==> src/hw/ucebd_pkg.sv <==
package ucebd_pkg;

  // sfr addresses
  localparam logic [7:0] ADDR_SERIAL_CONTROL_REG   = 8'h98;
  localparam logic [7:0] ADDR_SERIAL_DATA_BUFFER   = 8'h99;
  localparam logic [7:0] ADDR_BAUD_ERROR_CONTROL_REG = 8'h9E;

  // serial_control_reg fields
  localparam int SC_MODE_HI = 7;
  localparam int SC_MODE_LO = 6;
  localparam int SC_SM2     = 5;
  localparam int SC_REN     = 4;
  localparam int SC_TB8     = 3;
  localparam int SC_RB8     = 2;
  localparam int SC_TI      = 1;
  localparam int SC_RI      = 0;

  // baud_error_control_reg fields
  localparam int BE_OWE     = 7;
  localparam int BE_FE      = 6;
  localparam int BE_BRK     = 5;
  localparam int BE_SBTH_HI = 4;
  localparam int BE_SBTH_LO = 3;
  localparam int BE_DIV_HI  = 2;
  localparam int BE_DIV_LO  = 0;

  // reset values
  localparam logic [7:0] SERIAL_CONTROL_REG_RST   = 8'h00;
  localparam logic [7:0] SERIAL_DATA_BUFFER_RST   = 8'h00;
  localparam logic [7:0] BAUD_ERROR_CONTROL_REG_RST = 8'h00;

  // serial_mode_select encodings
  localparam logic [1:0] MODE_SHIFT = 2'h0;
  localparam logic [1:0] MODE_8VAR  = 2'h1;
  localparam logic [1:0] MODE_9FIX  = 2'h2;
  localparam logic [1:0] MODE_9VAR  = 2'h3;

  // timing counts
  localparam logic [3:0]  OVS_LAST      = 4'hF;   // 16 sample ticks per bit
  localparam logic [3:0]  HALF_LAST     = 4'h7;   // 8 ticks to mid start bit
  localparam logic [3:0]  M0_BIT_LAST   = 4'hB;   // core/12 per shift bit
  localparam logic [3:0]  M0_HALF_LAST  = 4'h5;
  localparam logic [15:0] M2_TICK_LAST  = 16'h0001; // core/32 bit rate
  localparam logic [7:0]  BREAK_TICKS   = 8'hA8;  // 10.5 bits of 16 ticks
  localparam logic [3:0]  LAST_BIT_8    = 4'h7;
  localparam logic [3:0]  LAST_BIT_9    = 4'h8;

  // transmit buffer shape
  localparam int TXQ_WIDTH = 9;
  localparam int TXQ_DEPTH = 8;

  typedef enum logic [2:0] {TX_IDLE, TX_START, TX_DATA, TX_STOP, TX_SHIFT0} ucebd_tx_t;
  typedef enum logic [2:0] {RX_IDLE, RX_START, RX_DATA, RX_STOP, RX_BREAK,
                            RX_SHIFT0} ucebd_rx_t;

  function automatic logic is_nine(input logic [1:0] m);
    return m[1];
  endfunction

endpackage

==> src/hw/ucebd_top.sv <==
`timescale 1ns/10ps
`default_nettype none

module ucebd_fifo #(
  parameter int WIDTH = 9,
  parameter int DEPTH = 8
) (
  input  wire logic             core_clk,
  input  wire logic             rst_n,
  input  wire logic             in_valid,
  output logic                  in_ready,
  input  wire logic [WIDTH-1:0] in_data,
  output logic                  out_valid,
  input  wire logic             out_ready,
  output logic      [WIDTH-1:0] out_data
);
  localparam int AW = $clog2(DEPTH);
  localparam int CW = $clog2(DEPTH + 1);
  typedef struct packed {
    logic [DEPTH-1:0][WIDTH-1:0] mem;
    logic [AW-1:0]               wr_ptr;
    logic [AW-1:0]               rd_ptr;
    logic [CW-1:0]               count;
    logic                        ready;
  } ucebd_fifo_t;
  ucebd_fifo_t st;
  ucebd_fifo_t next_st;
  logic        push;
  logic        pop;

  always_comb begin
    next_st = st;
    push = in_valid && st.ready;
    pop = out_valid && out_ready;
    if (push) begin
      next_st.mem[st.wr_ptr] = in_data;
      next_st.wr_ptr = (st.wr_ptr == AW'(DEPTH - 1)) ? '0 : st.wr_ptr + 1'b1;
    end
    if (pop) begin
      next_st.rd_ptr = (st.rd_ptr == AW'(DEPTH - 1)) ? '0 : st.rd_ptr + 1'b1;
    end
    if (push && !pop) begin
      next_st.count = st.count + 1'b1;
    end else if (pop && !push) begin
      next_st.count = st.count - 1'b1;
    end
    // registered so the port comes straight off a flop
    next_st.ready = (next_st.count != CW'(DEPTH));
  end

  always_ff @(posedge core_clk) begin
    if (!rst_n) begin
      st <= '0;
      st.ready <= 1'b1;
    end else begin
      st <= next_st;
    end
  end

  assign in_ready  = st.ready;
  assign out_valid = (st.count != '0);
  assign out_data  = st.mem[st.rd_ptr];
endmodule

////////////////////////////////////////////////////////////////////////////////

module ucebd_top
  import ucebd_pkg::*;
#(
  parameter int BAUD_BASE_CYC = 27
) (
  input  wire logic       core_clk,
  input  wire logic       rst_n,
  input  wire logic [7:0] sfr_addr,
  input  wire logic       sfr_wr,
  input  wire logic       sfr_rd,
  input  wire logic [7:0] sfr_wdata,
  output logic      [7:0] sfr_rdata,
  input  wire logic       enhanced_uart_on,
  input  wire logic       ext_baud_tick,
  input  wire logic       rxd_in,
  output logic            rxd_out,
  output logic            rxd_oe,
  output logic            txd,
  output logic            tx_fifo_ready
);
  typedef struct packed {
    logic [1:0]  mode;
    logic        sm2;
    logic        ren;
    logic        tb8;
    logic        rb8;
    logic        ti;
    logic        ri;
    logic [7:0]  rx_buf;
    logic        overrun_error;
    logic        fe;
    logic        be;
    logic [1:0]  sbth;
    logic [2:0]  div;
    logic [7:0]  rdata;
    logic [1:0]  rx_sync;
    logic        rx_prev;
    logic [15:0] brg_cnt;
    logic        tick;
    ucebd_tx_t   tx_state;
    logic [3:0]  tx_sub;
    logic [3:0]  tx_bit;
    logic [8:0]  tx_shift;
    logic        txd;
    logic        rxd_out;
    logic        rxd_oe;
    ucebd_rx_t   rx_state;
    logic [3:0]  rx_sub;
    logic [3:0]  rx_bit;
    logic [8:0]  rx_shift;
    logic [7:0]  rx_elapsed;
    logic        rx_all_low;
  } ucebd_state_t;

  ucebd_state_t st;
  ucebd_state_t next_st;
  logic         q_in_valid;
  logic         q_in_ready;
  logic         q_out_valid;
  logic         q_pop;
  logic [8:0]   q_out_data;
  logic         line;
  logic         frame_end;
  logic         frame_stop;
  logic         frame_ninth;
  logic         frame_ok;
  logic [15:0]  brg_last;
  logic [3:0]   last_bit;

  // shift sum tops out at 10; large BAUD_BASE_CYC values overflow 16 bits
  function automatic logic [15:0] brg_limit(input logic [2:0] d, input logic [1:0] s);
    logic [4:0] sh;
    sh = {2'b00, d} + {3'b000, s};
    return (16'(BAUD_BASE_CYC) << sh) - 16'h0001;
  endfunction

  // tb8 sampled at write time so back-to-back frames keep their own ninth bit
  assign q_in_valid = sfr_wr && (sfr_addr == ADDR_SERIAL_DATA_BUFFER);

  ucebd_fifo #(
    .WIDTH (TXQ_WIDTH),
    .DEPTH (TXQ_DEPTH)
  ) ucebd_fifo_i (
    .core_clk  (core_clk),
    .rst_n     (rst_n),
    .in_valid  (q_in_valid),
    .in_ready  (q_in_ready),
    .in_data   ({st.tb8, sfr_wdata}),
    .out_valid (q_out_valid),
    .out_ready (q_pop),
    .out_data  (q_out_data)
  );

  //////////////////////////////////////////////////////////////////////////////

  always_comb begin
    next_st = st;
    q_pop = 1'b0;
    frame_end = 1'b0;
    frame_stop = 1'b0;
    frame_ninth = 1'b0;
    frame_ok = 1'b0;
    line = st.rx_sync[1];
    last_bit = is_nine(st.mode) ? LAST_BIT_9 : LAST_BIT_8;
    next_st.rx_sync = {st.rx_sync[0], rxd_in};
    next_st.rx_prev = st.rx_sync[1];

    // sample tick: 16 per bit in modes 1-3
    brg_last = (st.mode == MODE_9FIX) ? M2_TICK_LAST : brg_limit(st.div, st.sbth);
    if ((st.mode == MODE_9FIX) || enhanced_uart_on) begin
      next_st.brg_cnt = (st.brg_cnt >= brg_last) ? 16'h0000 : st.brg_cnt + 16'h0001;
      next_st.tick = (st.brg_cnt >= brg_last);
    end else begin
      next_st.brg_cnt = 16'h0000;
      next_st.tick = ext_baud_tick;
    end

    // software writes first so hardware sets below win
    if (sfr_wr && (sfr_addr == ADDR_SERIAL_CONTROL_REG)) begin
      next_st.mode = sfr_wdata[SC_MODE_HI:SC_MODE_LO];
      next_st.sm2 = sfr_wdata[SC_SM2];
      next_st.ren = sfr_wdata[SC_REN];
      next_st.tb8 = sfr_wdata[SC_TB8];
      next_st.rb8 = sfr_wdata[SC_RB8];
      next_st.ti = sfr_wdata[SC_TI];
      next_st.ri = sfr_wdata[SC_RI];
    end
    if (sfr_wr && (sfr_addr == ADDR_BAUD_ERROR_CONTROL_REG)) begin
      next_st.overrun_error = sfr_wdata[BE_OWE];
      next_st.sbth = sfr_wdata[BE_SBTH_HI:BE_SBTH_LO];
      next_st.div = sfr_wdata[BE_DIV_HI:BE_DIV_LO];
    end
    if (sfr_rd) begin
      unique case (sfr_addr)
        ADDR_SERIAL_CONTROL_REG:   next_st.rdata = {st.mode, st.sm2, st.ren, st.tb8, st.rb8, st.ti, st.ri};
        ADDR_SERIAL_DATA_BUFFER:   next_st.rdata = st.rx_buf;
        ADDR_BAUD_ERROR_CONTROL_REG: next_st.rdata = {st.overrun_error, st.fe, st.be, st.sbth, st.div};
        default:     next_st.rdata = 8'h00;
      endcase
    end

    ////////////////////////////////////////////////////////////////////////////
    // transmitter
    unique case (st.tx_state)
      TX_IDLE: begin
        if (q_out_valid && (st.rx_state != RX_SHIFT0)) begin
          q_pop = 1'b1;
          next_st.tx_shift = q_out_data;
          next_st.tx_sub = 4'h0;
          next_st.tx_bit = 4'h0;
          next_st.txd = 1'b0;
          if (st.mode == MODE_SHIFT) begin
            next_st.tx_state = TX_SHIFT0;
            next_st.rxd_oe = 1'b1;
            next_st.rxd_out = q_out_data[0];
          end else begin
            next_st.tx_state = TX_START;
          end
        end
      end
      TX_START: begin
        if (st.tick) begin
          next_st.tx_sub = st.tx_sub + 4'h1;
          if (st.tx_sub == OVS_LAST) begin
            next_st.tx_state = TX_DATA;
            next_st.txd = st.tx_shift[0];
          end
        end
      end
      TX_DATA: begin
        if (st.tick) begin
          next_st.tx_sub = st.tx_sub + 4'h1;
          if (st.tx_sub == OVS_LAST) begin
            if (st.tx_bit == last_bit) begin
              next_st.tx_state = TX_STOP;
              next_st.txd = 1'b1;
              next_st.ti = 1'b1;
            end else begin
              next_st.tx_bit = st.tx_bit + 4'h1;
              next_st.tx_shift = {1'b0, st.tx_shift[8:1]};
              next_st.txd = st.tx_shift[1];
            end
          end
        end
      end
      TX_STOP: begin
        if (st.tick) begin
          next_st.tx_sub = st.tx_sub + 4'h1;
          if (st.tx_sub == OVS_LAST) begin
            next_st.tx_state = TX_IDLE;
          end
        end
      end
      TX_SHIFT0: begin
        next_st.tx_sub = st.tx_sub + 4'h1;
        if (st.tx_sub == M0_HALF_LAST) begin
          next_st.txd = 1'b1;
        end
        if (st.tx_sub == M0_BIT_LAST) begin
          next_st.tx_sub = 4'h0;
          if (st.tx_bit == LAST_BIT_8) begin
            next_st.tx_state = TX_IDLE;
            next_st.rxd_oe = 1'b0;
            next_st.ti = 1'b1;
          end else begin
            next_st.tx_bit = st.tx_bit + 4'h1;
            next_st.tx_shift = {1'b0, st.tx_shift[8:1]};
            next_st.rxd_out = st.tx_shift[1];
            next_st.txd = 1'b0;
          end
        end
      end
      default: next_st.tx_state = TX_IDLE;
    endcase

    ////////////////////////////////////////////////////////////////////////////
    // receiver
    if (st.tick && (st.rx_state != RX_IDLE) && (st.rx_state != RX_SHIFT0)) begin
      next_st.rx_elapsed = (st.rx_elapsed == 8'hFF) ? 8'hFF : st.rx_elapsed + 8'h01;
      if (line) begin
        next_st.rx_all_low = 1'b0;
      end
    end
    unique case (st.rx_state)
      RX_IDLE: begin
        if (st.ren) begin
          if (st.mode == MODE_SHIFT) begin
            // shift-mode receive needs the flag clear and an idle transmitter
            if (!st.ri && (st.tx_state == TX_IDLE) && !q_out_valid) begin
              next_st.rx_state = RX_SHIFT0;
              next_st.rx_sub = 4'h0;
              next_st.rx_bit = 4'h0;
              next_st.txd = 1'b0;
            end
          end else if (st.rx_prev && !line) begin
            next_st.rx_state = RX_START;
            next_st.rx_sub = 4'h0;
            next_st.rx_elapsed = 8'h00;
            next_st.rx_all_low = 1'b1;
          end
        end
      end
      RX_START: begin
        if (st.tick) begin
          next_st.rx_sub = st.rx_sub + 4'h1;
          if (st.rx_sub == HALF_LAST) begin
            next_st.rx_sub = 4'h0;
            next_st.rx_bit = 4'h0;
            next_st.rx_state = line ? RX_IDLE : RX_DATA; // glitch rejected
          end
        end
      end
      RX_DATA: begin
        if (st.tick) begin
          next_st.rx_sub = st.rx_sub + 4'h1;
          if (st.rx_sub == OVS_LAST) begin
            next_st.rx_shift = {line, st.rx_shift[8:1]};
            next_st.rx_bit = st.rx_bit + 4'h1;
            if (st.rx_bit == last_bit) begin
              next_st.rx_state = RX_STOP;
            end
          end
        end
      end
      RX_STOP: begin
        if (st.tick) begin
          next_st.rx_sub = st.rx_sub + 4'h1;
          if (st.rx_sub == OVS_LAST) begin
            frame_end = 1'b1;
            frame_stop = line;
            frame_ninth = st.rx_shift[8];
            frame_ok = (enhanced_uart_on || !st.ri) &&
                       !(st.sm2 && (is_nine(st.mode) ? !frame_ninth : !frame_stop));
            if (frame_ok) begin
              next_st.rx_buf = is_nine(st.mode) ? st.rx_shift[7:0] : st.rx_shift[8:1];
              next_st.rb8 = is_nine(st.mode) ? frame_ninth : frame_stop;
              next_st.ri = 1'b1;
              if (st.ri) begin
                next_st.overrun_error = 1'b1;
              end
            end
            if (enhanced_uart_on) begin
              next_st.fe = !frame_stop;
              next_st.be = 1'b0;
            end
            next_st.rx_state = line ? RX_IDLE : RX_BREAK;
          end
        end
      end
      RX_BREAK: begin
        // frame already delivered; only the break length is still open
        if (st.tick) begin
          if (line) begin
            next_st.rx_state = RX_IDLE;
          end else if (enhanced_uart_on && st.rx_all_low &&
                       (st.rx_elapsed >= BREAK_TICKS)) begin
            next_st.be = 1'b1;
          end
        end
      end
      RX_SHIFT0: begin
        next_st.rx_sub = st.rx_sub + 4'h1;
        if (st.rx_sub == M0_HALF_LAST) begin
          next_st.txd = 1'b1;
          next_st.rx_shift = {line, st.rx_shift[8:1]};
        end
        if (st.rx_sub == M0_BIT_LAST) begin
          next_st.rx_sub = 4'h0;
          if (st.rx_bit == LAST_BIT_8) begin
            next_st.rx_state = RX_IDLE;
            next_st.rx_buf = st.rx_shift[8:1];
            next_st.ri = 1'b1;
          end else begin
            next_st.rx_bit = st.rx_bit + 4'h1;
            next_st.txd = 1'b0;
          end
        end
      end
      default: next_st.rx_state = RX_IDLE;
    endcase
  end

  always_ff @(posedge core_clk) begin
    if (!rst_n) begin
      st <= '0;
      st.txd <= 1'b1;
      st.rx_sync <= 2'b11;
      st.rx_prev <= 1'b1;
    end else begin
      st <= next_st;
    end
  end

  assign sfr_rdata     = st.rdata;
  assign rxd_out       = st.rxd_out;
  assign rxd_oe        = st.rxd_oe;
  assign txd           = st.txd;
  assign tx_fifo_ready = q_in_ready;
endmodule

`default_nettype wire

==> config.mk <==
export PLATFORM = sky130hd
export DESIGN_NAME = ucebd_top
export DESIGN_NICKNAME = d
export VERILOG_FILES = /design/src/hw/ucebd_pkg.sv /design/src/hw/ucebd_top.sv
export SDC_FILE = /design/constraint.sdc
export NUM_CORES = 1
export LEC_CHECK = 0
export ABC_AREA = 1
export BUFFER_PORTS_ARGS = -buffer_cell sky130_fd_sc_hd__buf_2
export CORE_UTILIZATION = 36
export DETAILED_ROUTE_END_ITERATION = 6
export PLACE_DENSITY_LB_ADDON = 0.3
export SLEW_MARGIN = 20
export SYNTH_ARGS = -nofsm -noshare
export SYNTH_HDL_FRONTEND = slang
export SYNTH_HIERARCHICAL = 1
export SYNTH_SLANG_ARGS = --single-unit
==> constraint.sdc <==
create_clock -name core_clk -period 5.7 [get_ports core_clk]
set_input_delay 0.57 -clock core_clk [delete_from_list [all_inputs] [get_ports core_clk]]
set_output_delay 0.57 -clock core_clk [all_outputs]
set_load 0.05 [all_outputs]
==> results.sh, run 1 <==
export IMPL_fin_crit_ns=4.04
export IMPL_multi_input_area_um2=5910
export IMPL_vias_per_cell=5.02
export IMPL_ys_seq_area_share_pct=35.5
export IMPL_wl_per_cell_um=13.6
export IMPL_clock_latency_ns=0.46
export IMPL_crit_path_end_kind="register"
export IMPL_post_cts_buffers=0
export IMPL_max_cap_violations=0
export IMPL_setup_tns_ns=0
export IMPL_regArea_um2=3740
export IMPL_core_area_um2=28800
export IMPL_cts_sinks=187
export IMPL_place_inst=1987
export IMPL_portBuffers=34
export IMPL_synth_warnings=6
export IMPL_vias=10100
export IMPL_gp_congestion=0.860
export IMPL_hold_violations=0
export IMPL_yosys_area_top_type="dfxtp_1"
export IMPL_syn_to_final_growth_pct=10.2
export IMPL_synthesis_nets=1681
export IMPL_cts_buffers=17
export IMPL_grt_pass1_wl_mm=46.0
export IMPL_worst_ep_arrival_time_ns=4.43
export IMPL_dp_hpwl_mm=19.3
export IMPL_synth_top_area_share_pct=35.5
export IMPL_synth_edf_count=0
export IMPL_die_h_um=173
export IMPL_finalCritPeriodShare_pct=70.9
export IMPL_start_util_pct=36.6
export IMPL_cts_hold_buf=0
export IMPL_worst_slew_pin_slew_ns=1.09
export IMPL_ys_ff_latch=187
export IMPL_gr_total_overflow=0
export IMPL_instances_no_fill=2019
export IMPL_drtIter0Drc=719
export IMPL_slew_headroom_pct=26.9
export IMPL_grt_util_all_layers_pct=18.7
export IMPL_synthArstFlopShare_pct=0
export IMPL_diodes=0
export IMPL_nFillCells=3013
export IMPL_rsz0062_at_grt="false"
export IMPL_startpoint_type="register"
export IMPL_cp_data_required_time_ns=6.09
export IMPL_drc=0
export IMPL_grt_max_degree=73
export IMPL_hp_class="primary input to register"
export IMPL_max_vdd_ir_drop_mv=0.208
export IMPL_rows=62
export IMPL_postRouteAntennaNets=0
export IMPL_finalMaxSlewViolations=0
export IMPL_synth_cells=1619
export IMPL_clock_skew_ns=0.0257
export IMPL_dieArea_um2=30000
export IMPL_cts_root_buf="clkbuf_16"
export IMPL_leakagePower_nw=5.12
export IMPL_clk_path_buf_depth=2
export IMPL_outcome="completed"
export IMPL_crit_path_max_fanout=16
export IMPL_setup_viol=0
export IMPL_ios=35
export IMPL_layout_nets=1684
export IMPL_path_class="register to register"
export IMPL_cts_repair_resized=0
export IMPL_wl_mm=27.5
export IMPL_cts_htree_levels=4
export IMPL_dr_pass1_iters=7
export IMPL_die_x_um=173
export IMPL_fmax_mhz=247
export IMPL_synthDistinctLibCells=46
export IMPL_grt_pass1_vias=9278
export IMPL_synthFlopType="dfxtp_1"
export IMPL_cts_tree="yes"
export IMPL_synth_area_leaders="dfxtp_1 36%, nor2_1 13%, nand2_1 10%, o21ai_0 8.3%, nand3_1 5.7%"
export IMPL_synth_area_per_cell_um2=6.51
export IMPL_drive_gt1_share_pct=8.50
export IMPL_path_clk_slew_ns=0.09
export IMPL_p_per_area_nw_per_um2=312
export IMPL_antenna_found_initial=0
export IMPL_netlist_area_um2=10500
-- cells in the mapped netlist (4+ instances only) --
| master | instances |
|---|---|
| or2_2 | 6 |
| nand2_1 | 285 |
| a31oi_1 | 12 |
| nor2_2 | 7 |
| nand2_2 | 14 |
| clkinv_2 | 6 |
| ha_1 | 38 |
| inv_2 | 14 |
| dfxtp_1 | 187 |
| xor2_1 | 14 |
| o31ai_1 | 4 |
| nor3_1 | 16 |
| buf_4 | 14 |
| o21ai_0 | 175 |
| nand2_4 | 7 |
| o22ai_1 | 11 |
| a21oi_1 | 61 |
| nor2_1 | 379 |
| nand3_1 | 121 |
| o21ai_1 | 4 |
| inv_1 | 134 |
| clkbuf_1 | 21 |
| nand4_1 | 31 |
| buf_2 | 14 |
| xnor2_1 | 5 |
-- worst max-delay path: stages (launching register included) --
cell,delay (ns)
dfxtp_1,0.34
ha_1,0.23
fa_1,0.59
inv_1,0.14
ha_1,0.20
nand3_1,0.11
nor2_1,0.07
inv_1,0.06
ha_1,0.19
inv_1,0.09
nor2_1,0.35
nand3_1,0.15
a21oi_1,0.13
o21ai_0,0.09
ha_1,0.29
nand2_1,0.07
o21ai_0,0.09
a21oi_1,0.20
nand4_2,0.38
nor2_1,0.20
-- flip-flops by register name, summed over array words and instances, names as in the netlist --
name                   cells
rxd_oe                     1
st                        91
sfr_rdata                  8
ucebd_fifo_i/st           82
txd                        1
next_st                    1
rxd_out                    1
line                       1
ucebd_fifo_i/in_ready      1
-- cells by family after synthesis --
family | after synthesis | share of synthesized area, %
DFF | 187 | 35.5
buffers and inverters | 212 | 8.47
and+or+nand+nor | 881 | 35.7
xor gates and xnor gates | 19 | 1.58
AOI/OAI and AO/OA | 281 | 14.1
adders and majority gates | 39 | 4.70
-- power by group --
group,internal (mW),switching (mW)
sequential,1.37,0.0624
clock,0.641,0.692
combinational,0.259,0.601
total,2.27,1.36
-- final timing paths --
kind | from | slack (ns) | depth (start not counted) | endpoint
max | st[83] | 1.66 | 19 | st[57]
max reg2reg | st[83] | 1.66 | 19 | st[57]
min | rxd_in | 0.32 | 2 | next_st[71]
min reg2reg | next_st[71] | 0.43 | 1 | line
-- per-layer routing --
layer | vias to the layer above | share of wire (%) | global-route usage, %
met2 | 219 | 46 | 30.9
met1 | 4641 | 49 | 25.7
met3 | 19 | 3.8 | 2.26
met5 | - | 0 | 0
met4 | 0 | 1.1 | 5.05
li1 | 5260 | - | -
-- through the flow --
| step | util [%] | setup slack (ns) | hold slack [ns] | power [mW] | cell area [um^2] |
|---|---|---|---|---|---|
| finish | 40.4 | 1.66 | 0.316 | 3.62 | 11600 |
| global route | 40.4 | 1.08 | 0.303 | 3.85 | 11600 |
| CTS | 40.4 | 1.68 | 0.298 | 3.65 | 11600 |
| detailed placement | 38.0 | 1.70 | 0.409 | 2.31 | 10900 |
| global placement | 38.0 | 1.77 | 0.411 | 2.31 | 10900 |
| floorplan | - | 2.09 | 0.393 | 2.15 | 10500 |
-- final cells by class --
class | instances | share of cell area (%)
tap | 384 | 4.13
multi-input combinational | 1220 | 50.8
sequential | 187 | 32.2
clock buffer | 17 | 3.66
timing repair buffer | 39 | 1.81
inverter | 157 | 5.16
clock inverter | 15 | 2.19
-- layout by cell type (no fill, tap or decap), types with 4 or more instances in the layout --
master	count
nor2_1	379
nand2_1	285
dfxtp_1	187
o21ai_0	175
inv_1	134
nand3_1	121
a21oi_1	61
ha_1	38
buf_2	33
nand4_1	31
clkbuf_16	17
nor3_1	16
nand2_2	14
inv_2	14
xor2_1	14
a31oi_1	12
o22ai_1	11
nor2_2	7
nand2_4	7
or2_2	6
buf_4	6
clkinv_2	6
xnor2_1	5
clkinv_8	5
inv_12	5
o31ai_1	4
o21ai_1	4
inv_16	4
Note: power is estimated with default switching activity, not from simulation.
==> run 2: changes to the inputs <==
--- a/config.mk
+++ b/config.mk
@@ -5,7 +5,7 @@
 export SDC_FILE = /design/constraint.sdc
 export NUM_CORES = 1
 export LEC_CHECK = 0
-export ABC_AREA = 1
+export ABC_AREA = 0
 export BUFFER_PORTS_ARGS = -buffer_cell sky130_fd_sc_hd__buf_2
 export CORE_UTILIZATION = 36
 export DETAILED_ROUTE_END_ITERATION = 6
==> constraint.sdc (replaced) <==
create_clock -name core_clk -period 4 [get_ports core_clk]
set_input_delay 0.4 -clock core_clk [delete_from_list [all_inputs] [get_ports core_clk]]
set_output_delay 0.4 -clock core_clk [all_outputs]
set_load 0.05 [all_outputs]
==> run 2 against run 1 <==
Net effect:
- worst hold slack got worse by 0.10 ns
- synthesized area fell by 6.3%
- via count decreased by 21%
- largest cell class unchanged
==> results.sh, run 2 <==
export IMPL_outcome="completed"
export IMPL_cts_sinks=187
export IMPL_drc=0
export IMPL_setup_viol=0
export IMPL_die_h_um=168
export IMPL_dieArea_um2=28100
export IMPL_yosysMostFrequentCell="dfxtp_1"
export IMPL_gp_congestion=0.854
export IMPL_syn_to_final_growth_pct=10.4
export IMPL_core_area_um2=27000
export IMPL_slew_headroom_pct=43.5
export IMPL_ys_seq_area_share_pct=37.9
export IMPL_min_to="next_st[71]"
export IMPL_p_per_area_nw_per_um2=390
export IMPL_postRouteAntennaNets=0
export IMPL_cts_root_buf="clkbuf_16"
export IMPL_path_class="register to register"
export IMPL_cts_tree="yes"
export IMPL_dp_hpwl_mm=16.7
export IMPL_clock_latency_ns=0.44
export IMPL_grt_pass1_wl_mm=39.2
export IMPL_netlist_area_um2=9880
export IMPL_hold_depth=2
export IMPL_dr_pass1_iters=7
export IMPL_portBuffers=34
export IMPL_setup_tns_ns=0
export IMPL_reg2reg_to="st[66]"
export IMPL_cts_buffers=17
export IMPL_nFillCells=2689
export IMPL_worst_slew_pin_slew_ns=0.847
export IMPL_crit_path_end_kind="register"
export IMPL_die_x_um=168
export IMPL_wl_per_cell_um=16.2
export IMPL_path_clk_slew_ns=0.07
export IMPL_worst_ep_arrival_time_ns=4.12
export IMPL_diodes=0
export IMPL_max_cap_violations=0
export IMPL_start_util_pct=36.7
export IMPL_synthFlopType="dfxtp_1"
export IMPL_vias=8037
export IMPL_regArea_um2=3740
export IMPL_yosys_area_top_type="dfxtp_1"
export IMPL_synth_area_leaders="dfxtp_1 38%, mux2i_1 9.2%, nor2_1 6.8%, ha_1 4.8%, nand2_1 4.3%"
export IMPL_grt_pass1_vias=7540
export IMPL_drtIter0Drc=568
export IMPL_grt_util_all_layers_pct=17.4
export IMPL_reg2reg_depth=19
export IMPL_synthTopCellsByCount="187 x dfxtp_1, 178 x nor2_1, 112 x nand2_1, 91 x mux2i_1, 64 x a21oi_1"
export IMPL_multi_input_area_um2=5730
export IMPL_synthesis_nets=1191
export IMPL_largest_reg_flops=91
export IMPL_max_vdd_ir_drop_mv=0.292
export IMPL_final_common_cell="dfxtp_1"
export IMPL_layout_nets=1184
export IMPL_hold_violations=0
export IMPL_synth_cells=1129
export IMPL_cts_hold_buf=0
export IMPL_fin_crit_ns=3.75
export IMPL_worst_r2r_startpoint="st[80]"
export IMPL_layout_common_cells="187 x dfxtp_1, 178 x nor2_1, 112 x nand2_1"
export IMPL_r2r_slack_ns=0.25
export IMPL_synthArstFlopShare_pct=0
export IMPL_antenna_found_initial=0
export IMPL_grt_use_met1_pct=22.9
export IMPL_regMostFlops="st"
export IMPL_clock_skew_ns=0.00976
export IMPL_vias_per_cell=5.45
export IMPL_startpoint_type="register"
export IMPL_fmax_mhz=267
export IMPL_gr_total_overflow=0
export IMPL_grt_use_met2_pct=28.5
export IMPL_wl_mm=24.0
export IMPL_use_met3_pct=3.47
export IMPL_synthDistinctLibCells=81
export IMPL_clk_path_buf_depth=2
export IMPL_grt_max_degree=82
export IMPL_finalCritPeriodShare_pct=93.8
export IMPL_drive_gt1_share_pct=12.4
export IMPL_ys_ff_latch=187
export IMPL_place_inst=1444
export IMPL_leakagePower_nw=4.08
export IMPL_rows=60
export IMPL_cts_htree_levels=4
export IMPL_power_total_mw=4.26
export IMPL_cp_data_required_time_ns=4.37
export IMPL_synth_top_area_share_pct=37.9
export IMPL_synth_area_per_cell_um2=8.75
export IMPL_ios=35
export IMPL_synth_warnings=6
export IMPL_instances_no_fill=1476
export IMPL_finalMaxSlewViolations=0
export IMPL_grt_busiest_layer="met2"
export IMPL_crit_path_max_fanout=16
export IMPL_hp_class="primary input to register"
export IMPL_worstHoldStart="rxd_in"
export IMPL_synth_edf_count=0
==> run 2: worst max-delay path, cell delays in order, from the launching register on <==
cell and delay (ns):
dfxtp_1 0.33, ha_1 0.25, fa_1 0.51, inv_1 0.11, ha_4 0.21, nand2_1 0.07, ha_1 0.29, nand2_1 0.12
o21a_1 0.12, o22ai_1 0.13, a22o_1 0.15, nand2_1 0.05, ha_1 0.20, a21o_1 0.15, a21o_1 0.17, a21oi_1 0.21
o211a_1 0.20, o211ai_1 0.08, buf_4 0.21, nor2_1 0.11
==> run 2: kinds of logic after synthesis <==
logic type	Yosys count	synth area share (%)
simple gates	438	20.7
compound gates	219	15.0
flops	187	37.9
mux	120	14.6
buf+inv	99	4.48
fa+ha+maj	39	5.02
xor+xnor	27	2.39
==> run 2: power by group <==
group | leakage, nW | internal (mW) | switching (mW)
Sequential | 1.51 | 1.91 | 0.0713
Clock | 0.303 | 0.990 | 0.782
Combinational | 2.27 | 0.180 | 0.323
Total | 4.08 | 3.08 | 1.18
==> run 2: what timing repair did <==
item	in CTS	in global routing
endpoints found under the setup margin	0	17
endpoints found under the hold margin	0	0
buffers inserted	0	0
gates resized for setup	0	6
==> run 2: worst max path at each step <==
stage	end	slack (ns)	from
detailed placement	st[66]	0.15	st[80]
floorplan	st[55]	0.11	st[80]
finish	st[66]	0.25	st[80]
global placement	st[68]	0.30	st[80]
global route	st[58]	-0.005	st[80]
CTS	st[66]	0.13	st[80]
==> run 2: layout make-up <==
class                   count  share of cell area (%)
inverters                  21                   0.723
flip-flops and latches    187                    34.3
well taps                 341                    3.91
multi-input cells         843                    52.6
clock inverters            12                    1.40
clock buffers              20                    4.28
repair buffers             52                    2.80
==> run 2: layer usage <==
layer  up-vias  routed length, um
met1      3837              11500
li1       4017                  -
met2       156              11100
met3        27                981
met4         0                353
met5         -                  0
==> run 2: stage by stage <==
| step | utilization, % | hold WS (ns) | worst slack [ns] | instance area, um^2 |
|---|---|---|---|---|
| after floorplan | - | 0.386 | 0.108 | 9880 |
| after global placement | 38.1 | 0.390 | 0.297 | 10300 |
| after detailed placement | 38.1 | 0.393 | 0.151 | 10300 |
| after CTS | 40.4 | 0.178 | 0.129 | 10900 |
| after global routing | 40.5 | 0.184 | -0.00488 | 10900 |
| final | 40.5 | 0.212 | 0.248 | 10900 |
==> run 3: changes to the inputs <==
--- a/config.mk
+++ b/config.mk
@@ -6,9 +6,9 @@
 export NUM_CORES = 1
 export LEC_CHECK = 0
 export ABC_AREA = 0
-export BUFFER_PORTS_ARGS = -buffer_cell sky130_fd_sc_hd__buf_2
 export CORE_UTILIZATION = 36
 export DETAILED_ROUTE_END_ITERATION = 6
+export DONT_BUFFER_PORTS = 1
 export PLACE_DENSITY_LB_ADDON = 0.3
 export SLEW_MARGIN = 20
 export SYNTH_ARGS = -nofsm -noshare
==> constraint.sdc (replaced) <==
create_clock -name core_clk -period 4.3 [get_ports core_clk]
set_input_delay 0.43 -clock core_clk [delete_from_list [all_inputs] [get_ports core_clk]]
set_output_delay 0.43 -clock core_clk [all_outputs]
set_load 0.05 [all_outputs]
==> run 3 against run 2 <==
Net effect:
- die area unchanged
- clock power down 11%
- combinational power down 20%
- setup slack improved by 0.18 ns
- non-clock buffer count decreased by 35
- clock-buffer cell count decreased by 1
- global-route usage rose by 0.28 points
- register-to-register slack gained 0.18 ns
- critical path type unchanged
- largest power group unchanged
==> results.sh, run 3 (synthesized netlist as in run 2, its figures left out) <==
export IMPL_drtIter0Drc=566
export IMPL_postRouteAntennaNets=0
export IMPL_grt_pass1_vias=7211
export IMPL_p_per_area_nw_per_um2=360
export IMPL_final_design_area_no_fill_um2=10700
export IMPL_crit_path_end_kind="register"
export IMPL_instances_no_fill=1439
export IMPL_cts_hold_buf=0
export IMPL_drc=0
export IMPL_path_class="register to register"
export IMPL_vias_per_cell=5.48
export IMPL_cp_data_required_time_ns=4.67
export IMPL_cpMostUsedCell="ha_1"
export IMPL_hp_class="primary input to register"
export IMPL_ios=35
export IMPL_cts_htree_levels=4
export IMPL_layout_common_cells="187 x dfxtp_1, 178 x nor2_1, 112 x nand2_1"
export IMPL_gp_congestion=0.904
export IMPL_slowest_stage="fa_1"
export IMPL_place_inst=1408
export IMPL_dr_pass1_iters=5
export IMPL_leakagePower_nw=3.91
export IMPL_rows=60
export IMPL_setup_viol=0
export IMPL_fmax_mhz=258
export IMPL_dieArea_um2=28100
export IMPL_grt_util_all_layers_pct=17.7
export IMPL_gr_total_overflow=0
export IMPL_cts_buffers=17
export IMPL_outcome="completed"
export IMPL_regMostFlops="st"
export IMPL_wl_per_cell_um=16.8
export IMPL_path_clk_slew_ns=0.07
export IMPL_fin_crit_ns=3.87
export IMPL_drive_gt1_share_pct=8.93
export IMPL_portBuffers=0
export IMPL_start_util_pct=36.7
export IMPL_clk_path_buf_depth=2
export IMPL_wl_mm=24.2
export IMPL_clock_skew_ns=0.0103
export IMPL_crit_buf_inv=2
export IMPL_diodes=0
export IMPL_die_x_um=168
export IMPL_core_area_um2=27000
export IMPL_hold_violations=0
export IMPL_worst_ep_arrival_time_ns=4.24
export IMPL_final_common_cell="dfxtp_1"
export IMPL_finalMaxSlewViolations=0
export IMPL_place_area_um2=10100
export IMPL_slew_headroom_pct=47.8
export IMPL_finalCritPeriodShare_pct=90.0
export IMPL_vias=7884
export IMPL_slowest_delay_ns=0.56
export IMPL_power_total_mw=3.84
export IMPL_grt_max_degree=64
export IMPL_layout_nets=1149
export IMPL_startpoint_type="register"
export IMPL_worst_slew_pin_slew_ns=0.782
export IMPL_syn_to_final_growth_pct=7.88
export IMPL_cts_sinks=187
export IMPL_cts_tree="yes"
export IMPL_crit_path_max_fanout=10
export IMPL_max_cap_violations=0
export IMPL_crit_family="adder cells"
export IMPL_die_h_um=168
export IMPL_cts_root_buf="clkbuf_16"
export IMPL_dp_hpwl_mm=16.7
export IMPL_grt_pass1_wl_mm=39.5
export IMPL_clock_latency_ns=0.44
export IMPL_max_vdd_ir_drop_mv=0.255
export IMPL_crit_chain="ha_1 > fa_1 > inv_1 > ha_1 > nand2_1 > ha_1 > nand2_1 > o21a_1 > o22ai_1 > a22o_1 > nand2_1 > ha_1 > a21o_1 > a21o_1 > a21oi_1 > o211a_1 > o211ai_1 > buf_4 > nor2_1"
export IMPL_setup_tns_ns=0
export IMPL_antenna_found_initial=1
export IMPL_rsz0062_at_grt="false"
export IMPL_largest_reg_flops=91
## run 3: cell types whose count changed in the layout (fill, tap and decap cells not counted), sizes merged
cell and delta:
clkbuf -1, inv -2, clkinv +1, buf -35
## run 3: final timing paths
| kind | from | to | slack, ns | cells past startpoint |
|---|---|---|---|---|
| setup / recovery | st[80] | st[66] | 0.43 | 19 |
| hold / removal | rst_n | st[69] | 0.08 | 1 |
| setup reg to reg | st[80] | st[66] | 0.43 | 19 |
| hold reg to reg | next_st[71] | line | 0.41 | 1 |
## run 3: layout make-up
class | count | area [um^2]
Tap cell | 341 | 427
Clock buffer | 19 | 433
Multi-Input combinational cell | 843 | 5710
Clock inverter | 11 | 140
Inverter | 21 | 78.8
Sequential cell | 187 | 3740
Timing Repair Buffer | 17 | 128
Fill cell | 2679 | 16300
## run 3: stage by stage
| step | worst slack [ns] | hold WS (ns) | util, % |
|---|---|---|---|
| global placement | 0.0960 | 0.395 | 37.4 |
| finish | 0.430 | 0.0835 | 39.5 |
| global route | 0.0877 | 0.0678 | 39.5 |
| detailed placement | 0.310 | 0.398 | 37.4 |
| floorplan | 0.408 | 0.386 | - |
| CTS | 0.295 | 0.0554 | 39.5 |
## run 3: what timing repair did
item,CTS,global route
resized for setup,0,0
setup buffers,0,1
setup endpoints to repair,0,10
## run 3: metal layers
metal  track usage (%)  routed length, um
met1              23.5              11500
met2              28.7              11400
met3              3.83               1040
met4              4.87                233
met5                 0                 12
## run 3: report_power, final
group | internal (mW) | leakage (nW) | total [mW] | switching [mW]
clock | 0.862 | 0.278 | 1.58 | 0.714
sequential | 1.78 | 1.51 | 1.86 | 0.0849
combinational | 0.154 | 2.12 | 0.403 | 0.249
total | 2.79 | 3.91 | 3.84 | 1.05
